[config.mk]
export PLATFORM = sky130hd
export DESIGN_NAME = can_selective_wake_filter_cfg
export DESIGN_NICKNAME = d
export VERILOG_FILES = /design/src/common/wake_filter_pkg.sv /design/src/core/can_selective_wake_filter_cfg.sv /design/src/core/spi_reg_port.sv
export SDC_FILE = /design/constraint.sdc
export NUM_CORES = 1
export LEC_CHECK = 0
export ABC_CLOCK_PERIOD_IN_PS = 4300
export CORE_UTILIZATION = 30
export CTS_BUF_LIST = sky130_fd_sc_hd__clkbuf_8
export DETAILED_ROUTE_END_ITERATION = 12
export DONT_BUFFER_PORTS = 1
export PLACE_DENSITY = 0.44
export SLEW_MARGIN = 25
export SYNTH_ARGS = -nofsm -noshare
export SYNTH_HDL_FRONTEND = slang
export SYNTH_SLANG_ARGS = --single-unit
export TNS_END_PERCENT = 30
[constraint.sdc]
create_clock -name clk_sys -period 4.3 [get_ports clk_sys]
set_input_delay 0.43 -clock clk_sys [delete_from_list [all_inputs] [get_ports clk_sys]]
set_output_delay 0.43 -clock clk_sys [all_outputs]
set_load 0.05 [all_outputs]
[src/common/wake_filter_pkg.sv]
// Package: register map, field layout, reset values, timing and carriers of the wake filter
package wake_filter_pkg;

	// ****************************************
	// Register offsets (7-bit register address)
	// ****************************************
	localparam logic [6:0] ADDR_TRANSCEIVER_STATUS = 7'h22;
	localparam logic [6:0] ADDR_WAKE_BIT_RATE_SELECT = 7'h26;
	localparam logic [6:0] ADDR_WAKE_IDENT_BYTE0 = 7'h27;
	localparam logic [6:0] ADDR_WAKE_IDENT_BYTE1 = 7'h28;
	localparam logic [6:0] ADDR_WAKE_IDENT_BYTE2 = 7'h29;
	localparam logic [6:0] ADDR_WAKE_IDENT_BYTE3 = 7'h2A;
	localparam logic [6:0] ADDR_WAKE_IDENT_MASK_BYTE0 = 7'h2B;
	localparam logic [6:0] ADDR_WAKE_IDENT_MASK_BYTE1 = 7'h2C;
	localparam logic [6:0] ADDR_WAKE_IDENT_MASK_BYTE2 = 7'h2D;
	localparam logic [6:0] ADDR_WAKE_IDENT_MASK_BYTE3 = 7'h2E;
	localparam logic [6:0] ADDR_WAKE_FRAME_CONTROL = 7'h2F;

	// ****************************************
	// Field positions
	// ****************************************
	localparam int LIN_SUPPLY_FLAG_BIT = 2;
	localparam int CAN_SUPPLY_FLAG_BIT = 1;
	localparam int CAN_FAILURE_FLAG_BIT = 0;
	localparam int RATE_CODE_MSB = 2;
	localparam int TOP_BITS_MSB = 4;
	localparam int STD_LOW_LSB = 2;
	localparam int IDENT_FORMAT_BIT = 7;
	localparam int SPI_FRAME_BITS = 16;

	// ****************************************
	// Encodings
	// ****************************************
	typedef enum logic [1:0] {
		CAN_OFFLINE = 2'h0,
		CAN_ACTIVE = 2'h1,
		CAN_ACTIVE_NO_UV = 2'h2,
		CAN_LISTEN_ONLY = 2'h3
	} can_mode_e;

	// ****************************************
	// Timing
	// ****************************************
	localparam int CLK_HZ = 50_000_000;
	localparam int TXD_TIMEOUT_US = 60;
	localparam int TXD_TIMEOUT_CYC = (TXD_TIMEOUT_US * (CLK_HZ / 1_000_000));
	localparam logic [15:0] CYC_50K = 16'(CLK_HZ / 50_000);
	localparam logic [15:0] CYC_100K = 16'(CLK_HZ / 100_000);
	localparam logic [15:0] CYC_125K = 16'(CLK_HZ / 125_000);
	localparam logic [15:0] CYC_250K = 16'(CLK_HZ / 250_000);
	localparam logic [15:0] CYC_500K = 16'(CLK_HZ / 500_000);
	localparam logic [15:0] CYC_1000K = 16'(CLK_HZ / 1_000_000);

	// ****************************************
	// Carriers
	// ****************************************
	typedef struct packed {
		logic ident_format;
		logic [2:0] wake_bit_rate_code;
		logic [TOP_BITS_MSB:0] ident_top_bits;
		logic [7:0] ident_byte2;
		logic [7:0] ident_byte1;
		logic [7:0] ident_low_byte;
		logic [TOP_BITS_MSB:0] mask_top_bits;
		logic [7:0] mask_byte2;
		logic [7:0] mask_byte1;
		logic [7:0] mask_low_byte;
	} filter_cfg_s;

	typedef struct packed {
		logic lin_supply_flag;
		logic can_supply_flag;
		logic can_failure_flag;
	} status_s;

	typedef struct packed {
		logic wr;
		logic rd;
		logic [6:0] addr;
		logic [7:0] wdata;
	} reg_req_s;

	// ****************************************
	// Reset values
	// ****************************************
	localparam filter_cfg_s CFG_RST = '0;
	localparam status_s STATUS_RST = '0;
	localparam logic [2:0] SPI_PIN_RST = 3'h4;
	localparam logic [2:0] PIN_IN_RST = 3'h4;

endpackage : wake_filter_pkg

[src/core/can_selective_wake_filter_cfg.sv]
// Transceiver status flags and wake-frame identifier filter with SPI register access
//
// Functional notes
// - LIN supply flag set only by LIN undervoltage in Normal mode; held until Normal mode is left, then zero.
// - CAN supply flag set by CAN supply undervoltage in Normal mode, mode 01/11.
// - CAN undervoltage detection runs only in Normal mode with mode 01/11.
// - CAN failure flag set when transmit input stays dominant past time-out.
// - Three-bit rate code selects wake decode bit rate, 50 to 1000 kbit/s.
// - Reserved rate codes 100 and 110 select 500 kbit/s.
// - Extended identifier spread over four byte registers from 27h to 2Ah.
// - Standard identifier bits 5..0 in byte2 7:2, bits 10..6 in byte3 4:0.
// - Identifier mask in 2Bh to 2Eh with the same layout as identifier.
// - Standard mask bits 5..0 at 2Dh 7:2, bits 10..6 at 2Eh 4:0.
// - Frame control bit 7 selects standard or extended identifier format.
// - CAN mode field: offline, active, active without undervoltage, listen-only.
`timescale 1ns/1ps
module can_selective_wake_filter_cfg (
	// Clock and reset
	input wire logic clk_sys,
	input wire logic reset,
	input wire logic ce,
	// SPI pins
	input wire logic spi_cs_n,
	input wire logic spi_sck,
	input wire logic spi_sdi,
	output logic spi_sdo,
	output logic spi_sdo_oe,
	// Chip state from the mode controller
	input wire logic normal_mode,
	input wire logic [1:0] can_mode_field,
	// Analog comparators and transmit pin
	input wire logic lin_supply_uv,
	input wire logic can_supply_uv,
	input wire logic can_transmit_input,
	// Transceiver control
	output logic lin_force_offline,
	output logic can_tx_enable,
	// Received frame identifier from the bus decoder
	input wire logic [28:0] rx_ident,
	input wire logic rx_ident_ext,
	input wire logic rx_ident_valid,
	// Filter results
	output logic wake_match,
	output logic [15:0] wake_bit_cycles,
	output wake_filter_pkg::filter_cfg_s filter_cfg,
	output wake_filter_pkg::status_s status
);
	wake_filter_pkg::reg_req_s req;
	logic [7:0] rd_data;
	logic [2:0] pin_raw;
	logic [2:0] sync1;
	logic [2:0] sync2;
	logic [2:0] sync3;
	logic [2:0] pin;
	logic lin_uv;
	logic can_uv;
	logic txd_recessive;
	logic uv_det_active;
	logic tx_mode_active;
	logic [12:0] dom_cnt;
	logic [28:0] ref_ident;
	logic [28:0] ref_mask;
	logic [28:0] bit_ok;
	logic lin_supply_flag, can_supply_flag, can_failure_flag;

	// ****************************************
	// SPI access
	// ****************************************
	spi_reg_port u_spi (
		.clk_sys(clk_sys),
		.reset(reset),
		.ce(ce),
		.spi_cs_n(spi_cs_n),
		.spi_sck(spi_sck),
		.spi_sdi(spi_sdi),
		.spi_sdo(spi_sdo),
		.spi_sdo_oe(spi_sdo_oe),
		.req(req),
		.rd_data(rd_data)
	);

	// ****************************************
	// Pin synchronisers
	// ****************************************
	// Comparator outputs may chatter; a change counts only when two stages agree
	assign pin_raw = {can_transmit_input, can_supply_uv, lin_supply_uv};
	for (genvar i = 0; i < 3; i++) begin : g_sync
		always_ff @(posedge clk_sys or posedge reset) begin
			if (reset) begin
				sync1[i] <= wake_filter_pkg::PIN_IN_RST[i];
				sync2[i] <= wake_filter_pkg::PIN_IN_RST[i];
				sync3[i] <= wake_filter_pkg::PIN_IN_RST[i];
				pin[i] <= wake_filter_pkg::PIN_IN_RST[i];
			end else if (ce) begin
				sync1[i] <= pin_raw[i];
				sync2[i] <= sync1[i];
				sync3[i] <= sync2[i];
				if (sync2[i] == sync3[i]) begin
					pin[i] <= sync3[i];
				end
			end
		end
	end
	assign lin_uv = pin[0];
	assign can_uv = pin[1];
	assign txd_recessive = pin[2];

	// ****************************************
	// Mode decode
	// ****************************************
	assign uv_det_active = normal_mode &&
		(can_mode_field == wake_filter_pkg::CAN_ACTIVE ||
		can_mode_field == wake_filter_pkg::CAN_LISTEN_ONLY);
	assign tx_mode_active = normal_mode &&
		(can_mode_field == wake_filter_pkg::CAN_ACTIVE ||
		can_mode_field == wake_filter_pkg::CAN_ACTIVE_NO_UV);

	// ****************************************
	// Supply flags
	// ****************************************
	always_ff @(posedge clk_sys or posedge reset) begin
		if (reset) begin
			lin_supply_flag <= wake_filter_pkg::STATUS_RST.lin_supply_flag;
			can_supply_flag <= wake_filter_pkg::STATUS_RST.can_supply_flag;
		end else if (ce) begin
			// LIN stays offline until Normal mode is left
			if (normal_mode && lin_uv) begin
				lin_supply_flag <= 1'b1;
			end else if (!normal_mode) begin
				lin_supply_flag <= 1'b0;
			end
			can_supply_flag <= uv_det_active && can_uv;
		end
	end
	assign lin_force_offline = lin_supply_flag;
	assign status = {lin_supply_flag, can_supply_flag, can_failure_flag};

	// ****************************************
	// Transmit dominant time-out
	// ****************************************
	// Flag clears only once the transmit input is back to recessive
	always_ff @(posedge clk_sys or posedge reset) begin
		if (reset) begin
			dom_cnt <= 13'h0000;
			can_failure_flag <= wake_filter_pkg::STATUS_RST.can_failure_flag;
		end else if (ce) begin
			if (txd_recessive || !tx_mode_active) begin
				dom_cnt <= 13'h0000;
			end else if (dom_cnt != 13'(wake_filter_pkg::TXD_TIMEOUT_CYC)) begin
				dom_cnt <= dom_cnt + 13'h0001;
			end
			if (!txd_recessive && dom_cnt == 13'(wake_filter_pkg::TXD_TIMEOUT_CYC - 1)) begin
				can_failure_flag <= 1'b1;
			end else if (txd_recessive) begin
				can_failure_flag <= 1'b0;
			end
		end
	end
	assign can_tx_enable = tx_mode_active && !can_failure_flag;

	// ****************************************
	// Configuration registers
	// ****************************************
	always_ff @(posedge clk_sys or posedge reset) begin
		if (reset) begin
			filter_cfg <= wake_filter_pkg::CFG_RST;
		end else if (ce && req.wr) begin
			case (req.addr)
				wake_filter_pkg::ADDR_WAKE_BIT_RATE_SELECT: begin
					filter_cfg.wake_bit_rate_code <= req.wdata[wake_filter_pkg::RATE_CODE_MSB:0];
				end
				wake_filter_pkg::ADDR_WAKE_IDENT_BYTE0: begin
					filter_cfg.ident_low_byte <= req.wdata;
				end
				wake_filter_pkg::ADDR_WAKE_IDENT_BYTE1: begin
					filter_cfg.ident_byte1 <= req.wdata;
				end
				wake_filter_pkg::ADDR_WAKE_IDENT_BYTE2: begin
					filter_cfg.ident_byte2 <= req.wdata;
				end
				wake_filter_pkg::ADDR_WAKE_IDENT_BYTE3: begin
					filter_cfg.ident_top_bits <= req.wdata[wake_filter_pkg::TOP_BITS_MSB:0];
				end
				wake_filter_pkg::ADDR_WAKE_IDENT_MASK_BYTE0: begin
					filter_cfg.mask_low_byte <= req.wdata;
				end
				wake_filter_pkg::ADDR_WAKE_IDENT_MASK_BYTE1: begin
					filter_cfg.mask_byte1 <= req.wdata;
				end
				wake_filter_pkg::ADDR_WAKE_IDENT_MASK_BYTE2: begin
					filter_cfg.mask_byte2 <= req.wdata;
				end
				wake_filter_pkg::ADDR_WAKE_IDENT_MASK_BYTE3: begin
					filter_cfg.mask_top_bits <= req.wdata[wake_filter_pkg::TOP_BITS_MSB:0];
				end
				wake_filter_pkg::ADDR_WAKE_FRAME_CONTROL: begin
					filter_cfg.ident_format <= req.wdata[wake_filter_pkg::IDENT_FORMAT_BIT];
				end
				default: begin
					filter_cfg <= filter_cfg;
				end
			endcase
		end
	end

	// ****************************************
	// Read-back
	// ****************************************
	always_comb begin
		rd_data = 8'h00;
		case (req.addr)
			wake_filter_pkg::ADDR_TRANSCEIVER_STATUS: rd_data = {5'h00, status};
			wake_filter_pkg::ADDR_WAKE_BIT_RATE_SELECT: rd_data = {5'h00, filter_cfg.wake_bit_rate_code};
			wake_filter_pkg::ADDR_WAKE_IDENT_BYTE0: rd_data = filter_cfg.ident_low_byte;
			wake_filter_pkg::ADDR_WAKE_IDENT_BYTE1: rd_data = filter_cfg.ident_byte1;
			wake_filter_pkg::ADDR_WAKE_IDENT_BYTE2: rd_data = filter_cfg.ident_byte2;
			wake_filter_pkg::ADDR_WAKE_IDENT_BYTE3: rd_data = {3'h0, filter_cfg.ident_top_bits};
			wake_filter_pkg::ADDR_WAKE_IDENT_MASK_BYTE0: rd_data = filter_cfg.mask_low_byte;
			wake_filter_pkg::ADDR_WAKE_IDENT_MASK_BYTE1: rd_data = filter_cfg.mask_byte1;
			wake_filter_pkg::ADDR_WAKE_IDENT_MASK_BYTE2: rd_data = filter_cfg.mask_byte2;
			wake_filter_pkg::ADDR_WAKE_IDENT_MASK_BYTE3: rd_data = {3'h0, filter_cfg.mask_top_bits};
			wake_filter_pkg::ADDR_WAKE_FRAME_CONTROL: rd_data = {filter_cfg.ident_format, 7'h00};
			default: rd_data = 8'h00;
		endcase
	end

	// ****************************************
	// Bit rate
	// ****************************************
	always_ff @(posedge clk_sys or posedge reset) begin
		if (reset) begin
			wake_bit_cycles <= wake_filter_pkg::CYC_50K;
		end else if (ce) begin
			case (filter_cfg.wake_bit_rate_code)
				3'h0: wake_bit_cycles <= wake_filter_pkg::CYC_50K;
				3'h1: wake_bit_cycles <= wake_filter_pkg::CYC_100K;
				3'h2: wake_bit_cycles <= wake_filter_pkg::CYC_125K;
				3'h3: wake_bit_cycles <= wake_filter_pkg::CYC_250K;
				3'h7: wake_bit_cycles <= wake_filter_pkg::CYC_1000K;
				default: wake_bit_cycles <= wake_filter_pkg::CYC_500K;
			endcase
		end
	end

	// ****************************************
	// Identifier match
	// ****************************************
	// Standard format forces the unused upper bits to don't care
	always_comb begin
		if (filter_cfg.ident_format) begin
			ref_ident = {filter_cfg.ident_top_bits, filter_cfg.ident_byte2,
				filter_cfg.ident_byte1, filter_cfg.ident_low_byte};
			ref_mask = {filter_cfg.mask_top_bits, filter_cfg.mask_byte2,
				filter_cfg.mask_byte1, filter_cfg.mask_low_byte};
		end else begin
			ref_ident = {18'h00000, filter_cfg.ident_top_bits,
				filter_cfg.ident_byte2[7:wake_filter_pkg::STD_LOW_LSB]};
			ref_mask = {18'h3FFFF, filter_cfg.mask_top_bits,
				filter_cfg.mask_byte2[7:wake_filter_pkg::STD_LOW_LSB]};
		end
	end
	for (genvar b = 0; b < 29; b++) begin : g_match
		assign bit_ok[b] = ref_mask[b] || (rx_ident[b] == ref_ident[b]);
	end
	always_ff @(posedge clk_sys or posedge reset) begin
		if (reset) begin
			wake_match <= 1'b0;
		end else if (ce) begin
			wake_match <= rx_ident_valid && (rx_ident_ext == filter_cfg.ident_format) &&
				(&bit_ok);
		end
	end
endmodule : can_selective_wake_filter_cfg

[src/core/spi_reg_port.sv]
// SPI slave that turns 16-bit frames into register read and write requests
`timescale 1ns/1ps
module spi_reg_port (
	// Clock and reset
	input wire logic clk_sys,
	input wire logic reset,
	input wire logic ce,
	// SPI pins
	input wire logic spi_cs_n,
	input wire logic spi_sck,
	input wire logic spi_sdi,
	output logic spi_sdo,
	output logic spi_sdo_oe,
	// Register side
	output wake_filter_pkg::reg_req_s req,
	input wire logic [7:0] rd_data
);
	typedef enum logic [1:0] {
		SPI_IDLE = 2'b00,
		SPI_ADDR = 2'b01,
		SPI_DATA = 2'b11,
		SPI_HOLD = 2'b10
	} spi_state_e;

	logic [2:0] pin_raw;
	logic [2:0] sync1;
	logic [2:0] sync2;
	logic [2:0] sync3;
	logic [2:0] pin;
	logic [2:0] pin_q;
	logic sck_rise;
	logic sck_fall;
	logic cs_active;
	spi_state_e state;
	logic [3:0] bit_cnt;
	logic [6:0] shift_in;
	logic [7:0] shift_out;
	logic read_frame;

	// ****************************************
	// Pin synchronisers
	// ****************************************
	// A level counts once the second and third stage agree
	assign pin_raw = {spi_cs_n, spi_sck, spi_sdi};
	for (genvar i = 0; i < 3; i++) begin : g_sync
		always_ff @(posedge clk_sys or posedge reset) begin
			if (reset) begin
				sync1[i] <= wake_filter_pkg::SPI_PIN_RST[i];
				sync2[i] <= wake_filter_pkg::SPI_PIN_RST[i];
				sync3[i] <= wake_filter_pkg::SPI_PIN_RST[i];
				pin[i] <= wake_filter_pkg::SPI_PIN_RST[i];
				pin_q[i] <= wake_filter_pkg::SPI_PIN_RST[i];
			end else if (ce) begin
				sync1[i] <= pin_raw[i];
				sync2[i] <= sync1[i];
				sync3[i] <= sync2[i];
				if (sync2[i] == sync3[i]) begin
					pin[i] <= sync3[i];
				end
				pin_q[i] <= pin[i];
			end
		end
	end

	assign cs_active = !pin[2];
	assign sck_rise = ce && cs_active && pin[1] && !pin_q[1];
	assign sck_fall = ce && cs_active && !pin[1] && pin_q[1];
	assign spi_sdo_oe = cs_active;

	// ****************************************
	// Frame sequencer
	// ****************************************
	// Writes commit only on the sixteenth edge, so a short frame changes nothing
	always_ff @(posedge clk_sys or posedge reset) begin
		if (reset) begin
			state <= SPI_IDLE;
			bit_cnt <= 4'h0;
			shift_in <= 7'h00;
			read_frame <= 1'b0;
			req <= '0;
		end else if (ce) begin
			req.wr <= 1'b0;
			req.rd <= 1'b0;
			if (!cs_active) begin
				state <= SPI_IDLE;
				bit_cnt <= 4'h0;
			end else begin
				if (state == SPI_IDLE) begin
					state <= SPI_ADDR;
				end
				if (sck_rise) begin
					shift_in <= {shift_in[5:0], pin[0]};
					bit_cnt <= bit_cnt + 4'h1;
					case (state)
						SPI_IDLE, SPI_ADDR: begin
							if (bit_cnt == 4'h7) begin
								req.addr <= shift_in;
								req.rd <= 1'b1;
								read_frame <= pin[0];
								state <= SPI_DATA;
							end
						end
						SPI_DATA: begin
							if (bit_cnt == 4'(wake_filter_pkg::SPI_FRAME_BITS - 1)) begin
								req.wdata <= {shift_in, pin[0]};
								req.wr <= !read_frame;
								state <= SPI_HOLD;
							end
						end
						SPI_HOLD: begin
							state <= SPI_HOLD;
						end
						default: begin
							state <= SPI_IDLE;
						end
					endcase
				end
			end
		end
	end

	// ****************************************
	// Read-back shifter
	// ****************************************
	always_ff @(posedge clk_sys or posedge reset) begin
		if (reset) begin
			shift_out <= 8'h00;
			spi_sdo <= 1'b0;
		end else if (ce) begin
			if (req.rd) begin
				shift_out <= rd_data;
			end else if (sck_fall && state != SPI_ADDR) begin
				spi_sdo <= shift_out[7];
				shift_out <= {shift_out[6:0], 1'b0};
			end else if (!cs_active) begin
				spi_sdo <= 1'b0;
			end
		end
	end

endmodule : spi_reg_port

==> flow_summary.ini <==
[clock_tree]
ctsResizeCount = 0
cts_max_level = 4
clk_pin_slew_worst_paths_ns = 0.10
numCtsBuffers = 17
clock_tree.root_cell = clkbuf_8
ctsHoldBuffers = 2
clkLatencyLatePin_ns = 0.46
cts_tree = yes
cts_sinks = 153
cts_setup_buffers = 0
clockBufferDepth = 2

[timing]
clock_skew_ns = 0.0221
tightest_slew_ns = 1.03
period_share = 0.599
post-route-min-period_ns = 2.57
totalNegativeSetupSlack_ns = 0
slew_headroom = 0.315
hold_viol = 0
rsz0062_at_grt = false
max_freq_mhz = 388
setup_viol_count_final = 0
slew_viol_final = 0

[critical_path]
r2r-end = filter_cfg[57]$_DFFE_PP0P_
crit_type = flip-flop to flip-flop
crit_path_end = filter_cfg[57]$_DFFE_PP0P_
worstPathCellList = nor2b_1 > nand3_1 > nor2_1 > mux2_2
crit_start = u_spi.req[11]$_DFFE_PP0P_
crit_fanout = 18
required_ns = 4.65
worst-path-buf-inv = 0
critical_path_depth = 4
reg2reg_slack_ns = 1.73
slowest_stage = dfrtp_1
crit_path_end_kind = flip-flop
crit_arrival_ns = 2.92
worstRegToRegCells = 4
max_stage_delay_ns = 0.75
rr_startpoint = u_spi.req[11]$_DFFE_PP0P_
start_kind = flip-flop
critPathTopFamily = simple AND/OR/NAND/NOR gates

[final_layout]
seq_area_mm2 = 0.00385
diodes = 0
final_nets = 745
multiInputGateArea_mm2 = 0.00360
fin_cells = 1040
most-common-layout-cells = 139 x dfrtp_1, 95 x mux2_2, 60 x nand2_1
fillers = 2547
syn_to_final_growth_pct = 8.78
drive_gt1_frac = 0.231
layout_commonest_cell = dfrtp_1

[status]
outcome = finished, final reports clean

[detailed_routing]
viasPerCell = 5.35
firstDrtPassIters = 5
drt_iter0_drc = 404
met1_length_mm = 9.82
met2_length_mm = 10.5
num_vias = 5567
post-route-drc-count = 0
routed_wirelength_mm = 22.4
antenna_left = 0
dr.max_layer_used = met4
wire_per_inst_um = 21.6
wl_met3_mm = 1.49

[floorplanning]
io_pins = 129
die_w_um = 163
dieHeight_um = 163
core_region_area_mm2 = 0.0253
fp.dieArea_mm2 = 0.0265
fp-row-count = 58
initial_core_util = 0.307

[global_route]
grt_usage = 0.177
grt_max_degree = 106
grt_pass1_vias = 5578
grt_pass1_wl_mm = 34.9
antenna_found_initial = 0
grt_overflow = 0

[placement]
place_hpwl_mm = 15.9
io_buffer_count = 0
dp.cells = 1006
gp_congestion = 0.882

[power]
pwr-share-seq = 0.552
switchingPower_mw = 0.962
power.internal_mw = 2.20
p_comb_frac = 0.103
leakage_nw = 3.49
ir_drop_v = 0.000162
powerDensity_mw_per_mm2 = 375
switching_share = 0.304
p_clk_frac = 0.345

[min_path]
hold_path.class = input pin to flip-flop

[yosys]
syn_inst = 708
synth_area_per_cell_um2 = 10.9
yosys_register_bits = 153
synthDistinctLibCells = 60
ys.flop_type = dfrtp_1
ys_seq_area_frac = 0.496
synth-edff-count = 0
netlist_area_mm2 = 0.00775
synthArstFlopShare = 1.00
ys_warn_count = 0

[run]
drv_cap = 0
## registers in the layout, summed over array words and instances, names as in the netlist, 4 cells and up
signal,cells
u_spi.shift_out,8
wake_bit_cycles,9
u_spi.req,17
u_spi.bit_cnt,4
filter_cfg,62
u_spi.shift_in,7
dom_cnt,13
## power by group through the flow
stage	clock network (mW)	registers [mW]	logic [mW]
after detailed placement	0	1.78	0.330
after global routing	1.18	1.78	0.379
after global placement	0	1.77	0.323
final	1.09	1.75	0.326
after floorplan	0	1.70	0.322
after CTS	1.13	1.75	0.332
## through the flow
step	power (mW)	area (um2)	setup WS, ns	utilization	hold WS, ns
2_1_floorplan	2.02	7770	1.95	-	0.443
3_3_place_gp	2.09	8020	1.90	0.318	0.244
3_5_place_dp	2.11	8020	1.75	0.318	0.241
4_1_cts	3.21	8430	1.77	0.334	0.0149
5_1_grt	3.34	8430	1.54	0.334	0.0174
6_report	3.16	8430	1.73	0.334	0.0829
## final cells by class
| cell class | count | area share |
|---|---|---|
| Tap cell | 330 | 0.0490 |
| Clock inverter | 14 | 0.0163 |
| Clock buffer | 18 | 0.0294 |
| Multi-Input combinational cell | 489 | 0.427 |
| Inverter | 28 | 0.0129 |
| Timing Repair Buffer | 8 | 0.00920 |
| Sequential cell | 153 | 0.456 |
## cell families after synthesis
logic type,Yosys count,share of synthesized area
AOI/OAI and AO/OA,137,0.113
xor gates and xnor gates,52,0.0588
adders and majority gates,5,0.00807
buffers and inverters,72,0.0428
DFF,153,0.496
muxes,114,0.166
other,1,0.000484
and+or+nand+nor,174,0.115
## worst min path at each step
stage	to	from	slack [ns]	depth (start not counted)
after floorplan	u_spi.req[16]$_DFFE_PP0P_	u_spi.read_frame$_DFFE_PP0P_	0.44	1
after global placement	dom_cnt[6]$_DFFE_PP0P_	reset	0.24	1
after detailed placement	dom_cnt[6]$_DFFE_PP0P_	reset	0.24	1
after CTS	wake_bit_cycles[6]$_DFFE_PP1P_	ce	0.01	1
after global routing	sync3[2]$_DFFE_PP1P_	ce	0.02	1
final	u_spi.sync2[2]$_DFFE_PP1P_	ce	0.08	1
## synthesized netlist by cell type (all sizes together), types with 3 or more instances
cell,number,area (um2)
buf,35,193
clkbuf,9,33.8
nand2b,3,18.8
nand3,18,90.1
xnor2,41,359
xor2,11,96.3
nor3,14,103
and2,3,20.0
ha,5,62.6
o21a,3,22.5
o22ai,23,144
a22oi,8,60.1
nor3b,4,35.0
or3,3,18.8
o2111ai,3,26.3
dfstp,14,368
o211ai,8,60.1
a31oi,10,62.6
mux2i,17,170
nor4,5,31.3
and3,4,25.0
mux2,95,1070
dfrtp,139,3480
nor2b,4,25.0
o32ai,3,26.3
nand2,60,225
a21oi,23,115
nor2,37,149
nand4,9,62.6
o21ai,41,216
inv,28,105
## worst reg2reg max path: stages, from the launching register on
cell and delay (ns):
dfrtp_1 0.75, nor2b_1 0.58, nand3_1 0.22, nor2_1 0.52, mux2_2 0.41
## layer usage
| layer | vias to the layer above | global-route usage |
|---|---|---|
| li1 | 2491 | - |
| met1 | 2870 | 0.236 |
| met2 | 172 | 0.270 |
| met3 | 34 | 0.0507 |
| met4 | 0 | 0.0650 |
| met5 | - | 0 |
Power figures use the tool's default switching activity.
